File: src/hw/nand_tree_pkg.sv
// Constants shared by the board-connectivity test chain and its wrapper.
package nand_tree_pkg;

    // =========================================================================
    // Strap decode
    // =========================================================================
    localparam int unsigned STRAP_W = 5;
    // Mode strap code that selects the board-connectivity test.
    localparam logic [4:0] TREE_MODE_CODE = 5'h04;
    // Strap code held before the first sample after reset.
    localparam logic [4:0] STRAP_RESET_VAL = 5'h00;

    // =========================================================================
    // Chain layout
    // =========================================================================
    localparam int unsigned CHAIN_LEN = 34;
    // Constant operand of the first stage.
    localparam logic CHAIN_SEED = 1'b1;
    // Chain positions, zero based, in test order.
    localparam int unsigned POS_SECOND_IND = 0;
    localparam int unsigned POS_FIRST_IND = 1;
    localparam int unsigned POS_TXD_LO = 2;
    localparam int unsigned POS_TX_ER = 10;
    localparam int unsigned POS_GTX_CLK = 11;
    localparam int unsigned POS_TX_EN = 12;
    localparam int unsigned POS_RXD_HI = 13;
    localparam int unsigned POS_TXC = 17;
    localparam int unsigned POS_TX_CTL = 18;
    localparam int unsigned POS_RXD_LO = 19;
    localparam int unsigned POS_RX_DV = 23;
    localparam int unsigned POS_RX_ER = 24;
    localparam int unsigned POS_RX_CLK = 25;
    localparam int unsigned POS_CRS = 26;
    localparam int unsigned POS_COL = 27;
    localparam int unsigned POS_RX_CTL = 28;
    localparam int unsigned POS_RXC = 29;
    localparam int unsigned POS_INT_WAKE = 30;
    localparam int unsigned POS_MDC = 31;
    localparam int unsigned POS_MDIO = 32;
    localparam int unsigned POS_TX_CLK = 33;

    // =========================================================================
    // Output values after reset
    // =========================================================================
    localparam logic TREE_OUT_RESET = 1'b0;
    localparam logic TREE_OE_N_RESET = 1'b1;
    localparam logic TEST_MODE_RESET = 1'b0;
    // Clock-output enable strap copy held before the first sample.
    localparam logic CLK_OE_STRAP_RESET = 1'b0;

endpackage

File: src/hw/nand_chain_if.sv
// Interface carrying the chain stage inputs and the chain result.
`timescale 1ns/1ps
`default_nettype none

interface nand_chain_if;
    // Pad levels in chain order, bit 0 is the first stage.
    logic [nand_tree_pkg::CHAIN_LEN-1:0] stage_in;
    // Output of the last stage.
    logic result;

    modport chain (
        input stage_in,
        output result
    );
    modport user (
        output stage_in,
        input result
    );
endinterface

`default_nettype wire

File: src/hw/nand_chain.sv
// Combinational series chain of two-input NAND stages.
`timescale 1ns/1ps
`default_nettype none

module nand_chain (
    nand_chain_if.chain bus
);
    // =========================================================================
    // Chain
    // =========================================================================
    logic [nand_tree_pkg::CHAIN_LEN:0] link;

    assign link[0] = nand_tree_pkg::CHAIN_SEED;

    // Each stage NANDs its pin with the previous stage; every stage inverts,
    // so the polarity seen at the end depends on the distance to the end.
    genvar g;
    generate
        for (g = 0; g < nand_tree_pkg::CHAIN_LEN; g = g + 1) begin : g_stage
            assign link[g+1] = ~(bus.stage_in[g] & link[g]);
        end
    endgenerate

    assign bus.result = link[nand_tree_pkg::CHAIN_LEN];

endmodule

`default_nettype wire

File: src/flat_wrapper.sv
// flat-port wrapper written by rule: the top's interface ports become plain ports
module nand_chain_flat 
  (bus_stage_in, bus_result);
  nand_chain_if bus_i ();
  input wire logic [$bits(bus_i.stage_in)-1:0] bus_stage_in;
  output wire logic [$bits(bus_i.result)-1:0] bus_result;
  assign bus_i.stage_in = bus_stage_in;
  assign bus_result = bus_i.result;
  nand_chain u_core (.bus(bus_i));
endmodule
File: config.mk
export PLATFORM = sky130hd
export DESIGN_NAME = nand_chain_flat
export DESIGN_NICKNAME = d
export VERILOG_FILES = /design/src/hw/nand_tree_pkg.sv /design/src/hw/nand_chain_if.sv /design/src/hw/nand_chain.sv /design/src/flat_wrapper.sv
export SDC_FILE = /design/constraint.sdc
export NUM_CORES = 1
export LEC_CHECK = 0
export BUFFER_PORTS_ARGS = -buffer_cell sky130_fd_sc_hd__buf_2
export CORE_AREA = 2 2 39 41
export DETAILED_ROUTE_END_ITERATION = 8
export DIE_AREA = 0 0 41 43
export MAX_ROUTING_LAYER = met4
export SLEW_MARGIN = 20
export SYNTH_ARGS = -nofsm -noshare
export SYNTH_HDL_FRONTEND = slang
export SYNTH_SLANG_ARGS = --single-unit
File: constraint.sdc
create_clock -name vclk -period 1.3
set_input_delay 0.26 -clock vclk [all_inputs]
set_output_delay 0.26 -clock vclk [all_outputs]
set_load 0.02 [all_outputs]
# Word-level counts from Yosys, hierarchy flattened
# Cells that the tools add are included.
[classes]
n_bitwise = 67
[op_table]
columns = ["operator", "n"]
rows = [
  ["$not 1->1", 34],
  ["$and 1x1->1", 33],
]
[word_totals]
regBits = 0
in_bits = 34
out_inout_bits = 1
elab_cells = 67

# Logic depth before layout (Yosys ltp)
# Gate-level depths: netlist (run 1).
[depth]
depth_word = 67
mapped_depth = 5
mapped_depth_nobuf = 5

# Least setup slack after synthesis (run 1)
# Ideal clock, no wire load.
[synth_path]
path_type = "input -> output"
startpoint = "in bus_stage_in[1]"
endpoint = "out bus_result"
arrival_time_ns = 1.116
setup_slack_ns = -0.076
path_stages = 5
path_cell_list = "nor2b_4 o221ai_2 a31oi_1 o31a_1 o21ai_2"
[synth_between]
elab_chain_len = 66
[synth_lines]
columns = ["item", "line_no", "source"]
rows = [
  ["start, declared", "flat_wrapper.sv:5", "input wire logic [$bits(bus_i.stage_in)-1:0] bus_stage_in;"],
  ["$and 1x1->1", "nand_chain.sv:20", "assign link[g+1] = ~(bus.stage_in[g] & link[g]);"],
  ["$not 1->1", "nand_chain.sv:20", ""],
  ["$and 1x1->1", "nand_chain.sv:20", ""],
  ["$not 1->1", "nand_chain.sv:20", ""],
  ["$and 1x1->1", "nand_chain.sv:20", ""],
  ["$not 1->1", "nand_chain.sv:20", ""],
  ["$and 1x1->1", "nand_chain.sv:20", ""],
  ["$not 1->1", "nand_chain.sv:20", ""],
  ["[50 not listed]", "-", ""],
  ["$and 1x1->1", "nand_chain.sv:20", ""],
  ["$not 1->1", "nand_chain.sv:20", ""],
  ["$and 1x1->1", "nand_chain.sv:20", ""],
  ["$not 1->1", "nand_chain.sv:20", ""],
  ["$and 1x1->1", "nand_chain.sv:20", ""],
  ["$not 1->1", "nand_chain.sv:20", ""],
  ["$and 1x1->1", "nand_chain.sv:20", ""],
  ["$not 1->1", "nand_chain.sv:20", ""],
  ["end, declared", "flat_wrapper.sv:6", "output wire logic [$bits(bus_i.result)-1:0] bus_result;"],
]
# No other way between the ends.

# Worst setup path after layout (run 1)
[layout_path]
startpoint = "in bus_stage_in[15]"
endpoint = "out bus_result"
[layout_between]
elab_chain_len = 38
[layout_lines]
columns = ["item", "line_no"]
rows = [
  ["$and 1x1->1", "nand_chain.sv:20"],
  ["$not 1->1", "nand_chain.sv:20"],
  ["$and 1x1->1", "nand_chain.sv:20"],
  ["$not 1->1", "nand_chain.sv:20"],
  ["$and 1x1->1", "nand_chain.sv:20"],
  ["$not 1->1", "nand_chain.sv:20"],
  ["$and 1x1->1", "nand_chain.sv:20"],
  ["$not 1->1", "nand_chain.sv:20"],
  ["[22 not listed]", "-"],
  ["$and 1x1->1", "nand_chain.sv:20"],
  ["$not 1->1", "nand_chain.sv:20"],
  ["$and 1x1->1", "nand_chain.sv:20"],
  ["$not 1->1", "nand_chain.sv:20"],
  ["$and 1x1->1", "nand_chain.sv:20"],
  ["$not 1->1", "nand_chain.sv:20"],
  ["$and 1x1->1", "nand_chain.sv:20"],
  ["$not 1->1", "nand_chain.sv:20"],
]
# No other way between the ends.

==> flow_summary.rst, run 1 <==
.. list-table::
   :header-rows: 1

   * - Metric
     - Value
   * - Count of pins over their slew limit
     - 0
   * - Reported net switching power
     - approximately 36 uW
   * - Sw Ratio
     - 35.88%
   * - Violated checks
     - setup timing
   * - Largest net degree at the start of global routing
     - 4
   * - Required time at the worst-slack endpoint
     - 1.04 ns
   * - Routed vias/inst
     - 4.037
   * - All-layer global routing usage
     - 7.267%
   * - Headroom to the max-slew limit
     - 81.03%
   * - Placer congestion estimate
     - between 0.5 and 0.6
   * - Worst vdd ir
     - 0.00006276 V
   * - Library cells used by synthesis
     - 14
   * - Sequential cell area in the final layout
     - 0 sq um
   * - Setup repair after global routing missed its margin
     - yes
   * - Row Count
     - 14
   * - Initial standard-cell utilization of the core
     - between 10% and 20%
   * - Outcome
     - finished with violations
   * - Fraction of final layout cells sized beyond drive strength 1
     - 61.54%
   * - Post-route DRC violation count
     - 0
   * - Period Utilization, post-route
     - 113.9%
   * - Gr ovfl total
     - 0
   * - Area growth syn-to-layout
     - 143.7%
   * - Buffers added on ports
     - 35
   * - Setup TNS
     - -0.1813 ns
   * - Number of sequential cells in the layout
     - 0
   * - Power density cells
     - roughly 250 mW/mm^2
   * - CTS hold repair buffers
     - 0
   * - Placed Area
     - ~390 sq um
   * - Final total power
     - 101.5 uW
   * - Routed length per instance
     - 7.543 um
   * - Highest clock rate
     - 0.6751 GHz
   * - Most numerous cell on the critical path
     - buf_6
   * - Via count
     - between 300 and 400
   * - Gate family responsible for the most delay along the worst path
     - compound AO/OA/AOI/OAI gates
   * - Most frequent standard cell in the layout excluding fill and tap cells
     - buf_2
   * - YS warnings
     - 0
   * - Part of the power in the clock network
     - 0%
   * - ANT nets after route
     - 0
   * - Sequential fraction of design power
     - 0%
   * - Final-layout clock buffer total
     - 0
   * - Actual transition at the worst max-transition pin
     - between 0.2 and 0.3 ns
   * - Logic pwr share
     - 100.0%
   * - Number of endpoints with negative hold slack in the final report
     - 0
   * - Worst hold path type
     - primary input to output port
   * - Number of inserted diodes
     - 0
   * - Die boundary width
     - 41 um
   * - Leakage
     - approximately 0.23 nW
   * - Die Area
     - 0.001763 sq mm
   * - Initial antenna violation count
     - 0
   * - Routed wire length
     - 611 um
   * - Layout net count
     - 101
   * - Setup crit start kind
     - primary input
   * - Number of top-level design ports
     - 35
   * - Seq/Total Area, Yosys
     - 0%
   * - Area of the core region
     - 0.001384 sq mm
   * - Post-route minimum period
     - 1.481 ns
   * - Post-synth design cell area
     - 168.9 sq um
   * - Number of optimization iterations in the first detailed-route pass
     - 4
   * - Mean post-synth cell area
     - 6.033 sq um
   * - Max stage delay cell, worst path
     - o31a_1
   * - Max-cap check violation count
     - 0
   * - Most used cells in the layout excluding fill and tap cells
     - 31 x buf_2, 7 x inv_1, 5 x o21ai_0
   * - Worst setup EP type
     - output port
   * - CP max stage delay
     - 0.27 ns
   * - Drt initial violations
     - 2
   * - Synthesized instance count
     - 28
   * - Kind of critical path
     - primary input to output port
   * - WP buf/inv
     - 2
   * - Cell breakdown of the critical path
     - buf_6 > and4_1 > o21ai_1 > a31oi_1 > o31a_1 > o21ai_4 > buf_6
   * - Worst-path maximum fanout
     - 2
   * - Final Setup Violations
     - 1
   * - Crit path arrival time
     - 1.22 ns
   * - Total nets after synthesis
     - 62
   * - Number of global-route vias before repair
     - 290
   * - Non-Filler Cell Area, Final
     - 411.6 sq um
   * - Wire length of the first global-routing pass
     - 966 um
   * - Int Pwr
     - around 65 uW
   * - Final critical-path setup slack
     - -0.1813 ns
   * - Height of the die
     - 43 um
-- logic make-up (layout without fill, tap and decap cells) --
group	Yosys count	after routing	synth area share, %
AO/OA/AOI/OAI	14	14	55.56
buffers and inverters	7	44	15.56
AND/OR/NAND/NOR	7	7	28.89
-- Yosys cell counts --
library cell  count  area, sq um
nor2b_4           1        13.76
nand4_1           1        6.260
o221ai_2          1        15.01
nand2_1           1        3.750
o21ai_0           6        30.03
nand3_1           2        10.01
a31oi_1           3        18.77
a21o_1            1        7.510
a21oi_1           1        5.000
and4_1            1        8.760
o31a_1            1        8.760
nand2b_1          1        6.260
inv_1             7        26.28
o21ai_2           1        8.760
-- power by group through the flow --
stage / clock network [mW] / logic, mW / registers, mW
2_1_floorplan: 0 / 0.0310 / 0
3_3_place_gp: 0 / 0.0925 / 0
3_5_place_dp: 0 / 0.0937 / 0
4_1_cts: 0 / 0.101 / 0
5_1_grt: 0 / 0.116 / 0
6_report: 0 / 0.101 / 0
-- final timing paths --
check	cells past startpoint	startpoint	end	slack (ns)
setup / recovery	7	bus_stage_in[15]	bus_result	-0.18
hold / removal	4	bus_stage_in[30]	bus_result	0.88
-- final cells by class --
type / instances / area, sq um
fill: 167 / 972.2
tap: 16 / 20.02
inverter: 7 / 26.28
multi-input combinational: 21 / 150.1
timing repair buffer: 37 / 215.2
-- routing by layer --
metal / vias up / routed length, um / global-route usage, %
met5: - / 0 / -
met1: 134 / 211 / 7.911
met3: 0 / 73 / 0
met2: 16 / 327 / 14.37
li1: 177 / - / -
met4: 0 / 0 / 0
-- metrics by stage --
stage | util (%) | hold WS, ns | setup slack, ns | cells
2_1_floorplan | - | 0.6985 | -0.003081 | 28
3_3_place_gp | 27.94 | 0.9313 | -0.2308 | 81
3_5_place_dp | 27.94 | 0.9277 | -0.2347 | 81
4_1_cts | 29.29 | 0.8940 | -0.1866 | 81
5_1_grt | 29.75 | 0.9255 | -0.2639 | 81
6_report | 29.75 | 0.8845 | -0.1813 | 81
-- what timing repair did --
item	in CTS	in global routing
setup endpoints to repair	1	1
setup buffers	0	0
resized for setup	5	1
pin swaps	0	0
No activity file was read; power rests on OpenSTA's default activity.
==> inputs of run 2 (changes only) <==
ABC_AREA = 1   (was not set)
CAP_MARGIN = 20   (was not set)
==> run 2 against run 1 <==
Against the previous run:
- the run still ends with setup timing left
- utilization shrank 5.2 points
- synthesized cell count grew 21%
- total power shrank 11%
- highest routed layer unchanged
- area after synthesis shrank 24%
- sequential share of layout area is the same
- critical path depth grew 29
- combinational power shrank 11%
==> flow_summary.rst, run 2 <==
.. list-table::
   :header-rows: 1

   * - Metric
     - Value
   * - Sw Ratio
     - 38.05% (+2.2 points)
   * - Die Area
     - 0.001763 sq mm (unchanged)
   * - Worst hold endpoint
     - bus_result
   * - Synthesized instance count
     - 34 (+21%)
   * - Sequential cell area in the final layout
     - 0 sq um (unchanged)
   * - Headroom to the max-slew limit
     - 95.83% (+15 points)
   * - Max-cap check violation count
     - 0 (unchanged)
   * - Number of top-level design ports
     - 35 (unchanged)
   * - Via count
     - 312 (-4.6%)
   * - CP max stage delay
     - 0.12 ns (-0.15 ns)
   * - Worst Hold Launch
     - bus_stage_in[33]
   * - Routed wire length
     - 511 um (-16%)
   * - Violated checks
     - setup timing
   * - Outcome
     - finished with violations
   * - Number of optimization iterations in the first detailed-route pass
     - 1 (-3)
   * - Final Setup Violations
     - 1 (unchanged)
   * - Area of the core region
     - 0.001384 sq mm (unchanged)
   * - YS warnings
     - 0 (unchanged)
   * - Int Pwr
     - 55.92 uW (-14%)
   * - Wire length of the first global-routing pass
     - 669 um (-31%)
   * - Most instantiated library cell after synthesis
     - nand2_1
   * - Startpoint of the most critical setup path
     - bus_stage_in[0]
   * - Drt initial violations
     - 0 (-2)
   * - Largest net degree at the start of global routing
     - 2 (-2)
   * - All-layer global routing usage
     - 5.118% (-2.1 points)
   * - Initial standard-cell utilization of the core
     - 9.222% (-3.0 points)
   * - Row Count
     - 14 (unchanged)
   * - Final-layout worst hold slack
     - 0.7700 ns (-0.1144 ns)
   * - Required time at the worst-slack endpoint
     - 1.04 ns (about the same)
   * - Area growth syn-to-layout
     - 166.7%
   * - Number of endpoints with negative hold slack in the final report
     - 0 (unchanged)
   * - Die boundary width
     - 41 um (unchanged)
   * - Routed length per instance
     - 6.012 um (-20%)
   * - CTS hold repair buffers
     - 0 (unchanged)
   * - Total nets after synthesis
     - 68 (+9.7%)
   * - Top cells by count, synth
     - 33 x nand2_1, 1 x inv_1
   * - Placer congestion estimate
     - 0.6273 (+11%)
   * - Mean post-synth cell area
     - 3.754 sq um (-38%)
   * - Most frequent standard cell in the layout excluding fill and tap cells
     - buf_2
   * - Number of sequential cells in the layout
     - 0 (unchanged)
   * - Seq/Total Area, Yosys
     - 0% (unchanged)
   * - Setup repair after global routing missed its margin
     - yes
   * - Highest clock rate
     - 0.4357 GHz (-35%)
   * - Hold path depth
     - 3 (-1)
   * - Routed vias/inst
     - 3.671 (-9.1%)
   * - Most area-consuming cells after synthesis
     - nand2_1 97%, inv_1 2.9%
   * - Final HPWL DP
     - 482.1 um
   * - Most numerous cell on the critical path
     - nand2_1
   * - Number of global-route vias before repair
     - 219 (-24%)
   * - Number of inserted diodes
     - 0 (unchanged)
   * - Worst hold path type
     - primary input to output port
   * - Height of the die
     - 43 um (unchanged)
   * - Sequential fraction of design power
     - 0% (unchanged)
   * - Buffers added on ports
     - 35 (unchanged)
   * - Gr ovfl total
     - 0 (unchanged)
   * - Post-synth design cell area
     - 127.6 sq um (-24%)
   * - Leakage
     - 0.2377 nW (+2.1%)
   * - Part of the power in the clock network
     - 0% (unchanged)
   * - Period Utilization, post-route
     - 176.5% (+63 points)
   * - Post-CTS resize count
     - 4 (-1)
   * - Most used cells in the layout excluding fill and tap cells
     - 33 x buf_2, 31 x nand2_1, 2 x nand2_2, 2 x buf_6, 1 x inv_2
   * - Max stage delay cell, worst path
     - buf_6
   * - ANT nets after route
     - 0 (unchanged)
   * - Library cells used by synthesis
     - 2 (-12)
   * - Reported net switching power
     - 34.35 uW (-5.7%)
   * - Crit path arrival time
     - 2.04 ns (+0.82 ns)
   * - Setup TNS
     - -0.9951 ns (-0.8138 ns)
   * - Initial antenna violation count
     - 0 (unchanged)
   * - Area leader, netlist
     - nand2_1
   * - Setup crit start kind
     - primary input
   * - Final total power
     - 90.27 uW (-11%)
   * - Layout net count
     - 105 (+4.0%)
   * - Post-route minimum period
     - 2.295 ns (+0.8138 ns)
   * - Power density cells
     - 265.2 mW/mm^2 (+7.6%)
   * - Final critical-path setup slack
     - -0.9951 ns (-0.8138 ns)
   * - Worst vdd ir
     - 0.00007105 V (+13%)
   * - Fraction of final layout cells sized beyond drive strength 1
     - 55.07% (-6.5 points)
   * - Post-route DRC violation count
     - 0 (unchanged)
   * - Top cell type's share of synthesized area
     - 97.06% (+79 points)
   * - Number of setup buffers added after CTS
     - 0 (unchanged)
   * - Worst setup EP type
     - output port
   * - Worst-path maximum fanout
     - 1 (-1)
   * - Count of pins over their slew limit
     - 0 (unchanged)
   * - Logic pwr share
     - 100.0% (about the same)
   * - Final-layout clock buffer total
     - 0 (unchanged)
   * - Actual transition at the worst max-transition pin
     - 0.06241 ns (-0.2208 ns)
   * - Kind of critical path
     - primary input to output port
[run 2: cell count changes in the layout (fill, tap and decap cells not counted), moves of 2 or more]
cell     before  now
nand2_1       1   31
inv_1         7    0
o21ai_0       5    0
a31oi_1       3    0
buf_2        31   33
buf_4         2    0
buf_6         4    2
nand2_2       0    2
nand3_1       2    0
[run 2: per-layer routing]
metal	GRT usage, %	share of wire, %	vias up
met5	-	0	-
met4	0	0	0
met3	0	23	0
met2	10.31	44	28
met1	5.380	33	113
li1	-	-	171
[run 2: stage by stage]
| stage | setup slack, ns | instances | utilization, % | cell area [sq um] |
|---|---|---|---|---|
| after detailed placement | -1.074 | 85 | 23.51 | 325.3 |
| after global placement | -0.9991 | 85 | 23.51 | 325.3 |
| after global routing | -1.473 | 85 | 24.59 | 340.3 |
| final | -0.9951 | 85 | 24.59 | 340.3 |
| after floorplan | -0.6828 | 34 | - | 130.1 |
| after CTS | -1.043 | 85 | 24.41 | 337.8 |
[run 2: worst max-delay path, delay by kind of cell]
kind                   cells  cell delay, ns
buffers and inverters      3            0.25
AND/OR/NAND/NOR           33            1.53
[run 2: worst max path at each step]
stage | endpoint | slack, ns | cells after the start
after floorplan | bus_result | -0.68 | 34
after global placement | bus_result | -1.0 | 36
after detailed placement | bus_result | -1.07 | 36
after CTS | bus_result | -1.04 | 36
after global routing | bus_result | -1.47 | 36
final | bus_result | -1.0 | 36
[run 2: layout make-up]
class / count / area [sq um]
Fill cell: 161 / 1044
Timing Repair Buffer: 35 / 187.7
Multi-Input combinational cell: 33 / 128.9
Inverter: 1 / 3.754
Tap cell: 16 / 20.02
[run 2: power by group through the flow]
stage / Clock, mW / Combinational [mW] / Sequential, mW
after detailed placement: 0 / 0.0853 / 0
after global routing: 0 / 0.106 / 0
final: 0 / 0.0903 / 0
after CTS: 0 / 0.0909 / 0
after floorplan: 0 / 0.0318 / 0
after global placement: 0 / 0.0829 / 0
[run 2: kinds of logic (layout without fill, tap and decap cells)]
logic type    count (synthesis)  count (layout)  share of synthesized area (%)
buf+inv                       1              36                          2.938
simple gates                 33              33                          97.06
==> inputs of run 3 (changes only) <==
BUFFER_PORTS_ARGS = not set   (was -buffer_cell sky130_fd_sc_hd__buf_2)
DONT_BUFFER_PORTS = 1   (was not set)
==> run 3 against run 2 <==
Against the previous run:
- the flow still finishes with violations (setup timing)
- critical path depth fell by 2
- non-clock buffer count decreased by 35
- wire length is 33% lower
- utilization decreased by 12 points
- cell count decreased by 41%
- via count fell by 37%
- flip-flop and latch count unchanged
- worst setup slack better by 0.17 ns
- sequential share of layout area unchanged
- hold slack worse by 0.18 ns
==> flow_summary.rst, run 3 (synthesized netlist as in run 2, its figures left out) <==
.. list-table::
   :header-rows: 1

   * - Metric
     - Value
   * - Drt initial violations
     - 0 (unchanged)
   * - Worst Hold Launch
     - bus_stage_in[33]
   * - Die boundary width
     - 41 um (unchanged)
   * - Placer congestion estimate
     - 0.5963 (-4.9%)
   * - Power density cells
     - 236.1 mW/mm^2 (-11%)
   * - Setup TNS
     - -0.8213 ns (+0.1738 ns)
   * - Worst hold path type
     - primary input to output port
   * - Final-layout clock buffer total
     - 0 (unchanged)
   * - Critical path endpoint
     - bus_result
   * - Worst setup EP type
     - output port
   * - Crit path arrival time
     - 1.86 ns (-0.18 ns)
   * - Largest net degree at the start of global routing
     - 2 (unchanged)
   * - Required time at the worst-slack endpoint
     - 1.04 ns (about the same)
   * - Final critical-path setup slack
     - -0.8213 ns (+0.1738 ns)
   * - Inst Count DP
     - 50 (-41%)
   * - Most used cells in the layout excluding fill and tap cells
     - 26 x nand2_1, 6 x nand2_2, 1 x inv_8, 1 x nand2_4
   * - Core Util, Final
     - 12.84% (-12 points)
   * - CP max stage delay
     - 0.12 ns (about the same)
   * - Gr ovfl total
     - 0 (unchanged)
   * - Fraction of final layout cells sized beyond drive strength 1
     - 23.53% (-32 points)
   * - Wire length of the first global-routing pass
     - 324 um (-52%)
   * - Period Utilization, post-route
     - 163.2% (-13 points)
   * - Max-cap check violation count
     - 0 (unchanged)
   * - Setup repair after global routing missed its margin
     - yes
   * - Routed length per instance
     - 6.860 um (+14%)
   * - Final-layout worst hold slack
     - 0.5941 ns (-0.1759 ns)
   * - Sequential cell area in the final layout
     - 0 sq um (unchanged)
   * - Leakage
     - 0.1033 nW (-57%)
   * - Most frequent standard cell in the layout excluding fill and tap cells
     - nand2_1
   * - Number of sequential cells in the layout
     - 0 (unchanged)
   * - Kind of critical path
     - primary input to output port
   * - Startpoint of the most critical setup path
     - bus_stage_in[0]
   * - Area growth syn-to-layout
     - 39.22%
   * - Height of the die
     - 43 um (unchanged)
   * - Row Count
     - 14 (unchanged)
   * - Outcome
     - finished with violations
   * - Number of optimization iterations in the first detailed-route pass
     - 1 (unchanged)
   * - Headroom to the max-slew limit
     - 91.98% (-3.9 points)
   * - Most numerous cell on the critical path
     - nand2_1
   * - Actual transition at the worst max-transition pin
     - 0.1199 ns (+0.05748 ns)
   * - Violated checks
     - setup timing
   * - Buffers added on ports
     - 0 (-100%)
   * - Routed wire length
     - 343 um (-33%)
   * - Post-route minimum period
     - 2.121 ns (-0.1738 ns)
   * - Final Setup Violations
     - 1 (unchanged)
   * - Number of endpoints with negative hold slack in the final report
     - 0 (unchanged)
   * - Die Area
     - 0.001763 sq mm (unchanged)
   * - Max stage delay cell, worst path
     - nand2_2
   * - Number of global-route vias before repair
     - 117 (-47%)
   * - Area of the core region
     - 0.001384 sq mm (unchanged)
   * - All-layer global routing usage
     - 2.559% (-2.6 points)
   * - Layout net count
     - 70 (-33%)
   * - Worst vdd ir
     - 0.00003773 V (-47%)
   * - Count of pins over their slew limit
     - 0 (unchanged)
   * - Initial standard-cell utilization of the core
     - 9.222% (unchanged)
   * - Number of top-level design ports
     - 35 (unchanged)
   * - Initial antenna violation count
     - 0 (unchanged)
   * - ANT nets after route
     - 0 (unchanged)
   * - Final HPWL DP
     - 305.8 um (-37%)
   * - Via count
     - 196 (-37%)
   * - Setup crit start kind
     - primary input
   * - Worst-path maximum fanout
     - 1 (unchanged)
   * - Number of standard cells in the layout, taps in and fillers out
     - 50 (-41%)
   * - Placement Setup Slack
     - -0.8695 ns (+0.2044 ns)
   * - Number of inserted diodes
     - 0 (unchanged)
   * - CTS hold repair buffers
     - 0 (unchanged)
   * - Highest clock rate
     - 0.4714 GHz (+8.2%)
   * - Post-route DRC violation count
     - 0 (unchanged)
   * - Routed vias/inst
     - 3.920 (+6.8%)
-- run 3: what timing repair did --
action                     4_1_cts  5_1_grt
setup endpoints to repair        1        1
pin swaps                        0        1
buffers inserted                 0        0
cloned                           0        0
resized for setup                5        6
-- run 3: per-stage QoR --
step                      instance area, sq um  power [mW]
after floorplan                          130.1     0.03176
after global placement                   150.1     0.03450
after detailed placement                 150.1     0.03570
after CTS                                160.2     0.03770
after global routing                     177.7     0.05171
final                                    177.7     0.04195
-- run 3: routing by layer --
layer,vias to the layer above,part of all wire (%),GRT usage [%]
li1,101,-,-
met1,67,25,1.266
met2,28,47,6.563
met3,0,27,0
met4,0,0,0
met5,-,0,-
-- run 3: power breakdown --
group / switching, mW / total [mW] / internal (mW)
clock network: 0 / 0 / 0
registers: 0 / 0 / 0
logic: 0.0221 / 0.0420 / 0.0199
-- run 3: final cells by class --
class                      count  area [sq um]
fill                         152          1206
inverter                       1         11.26
multi-input combinational     33         146.4
tap                           16         20.02
-- run 3: how the worst min path moves through the flow --
stage	endpoint	slack [ns]	cells after the start
floorplan	bus_result	0.60	1
global placement	bus_result	0.60	1
detailed placement	bus_result	0.60	1
CTS	bus_result	0.60	1
global route	bus_result	0.60	1
finish	bus_result	0.59	1
-- run 3: critical path, delay by kind of cell --
family | cells | cell delay, ns
buf+inv | 1 | 0.01
simple gates | 33 | 1.57
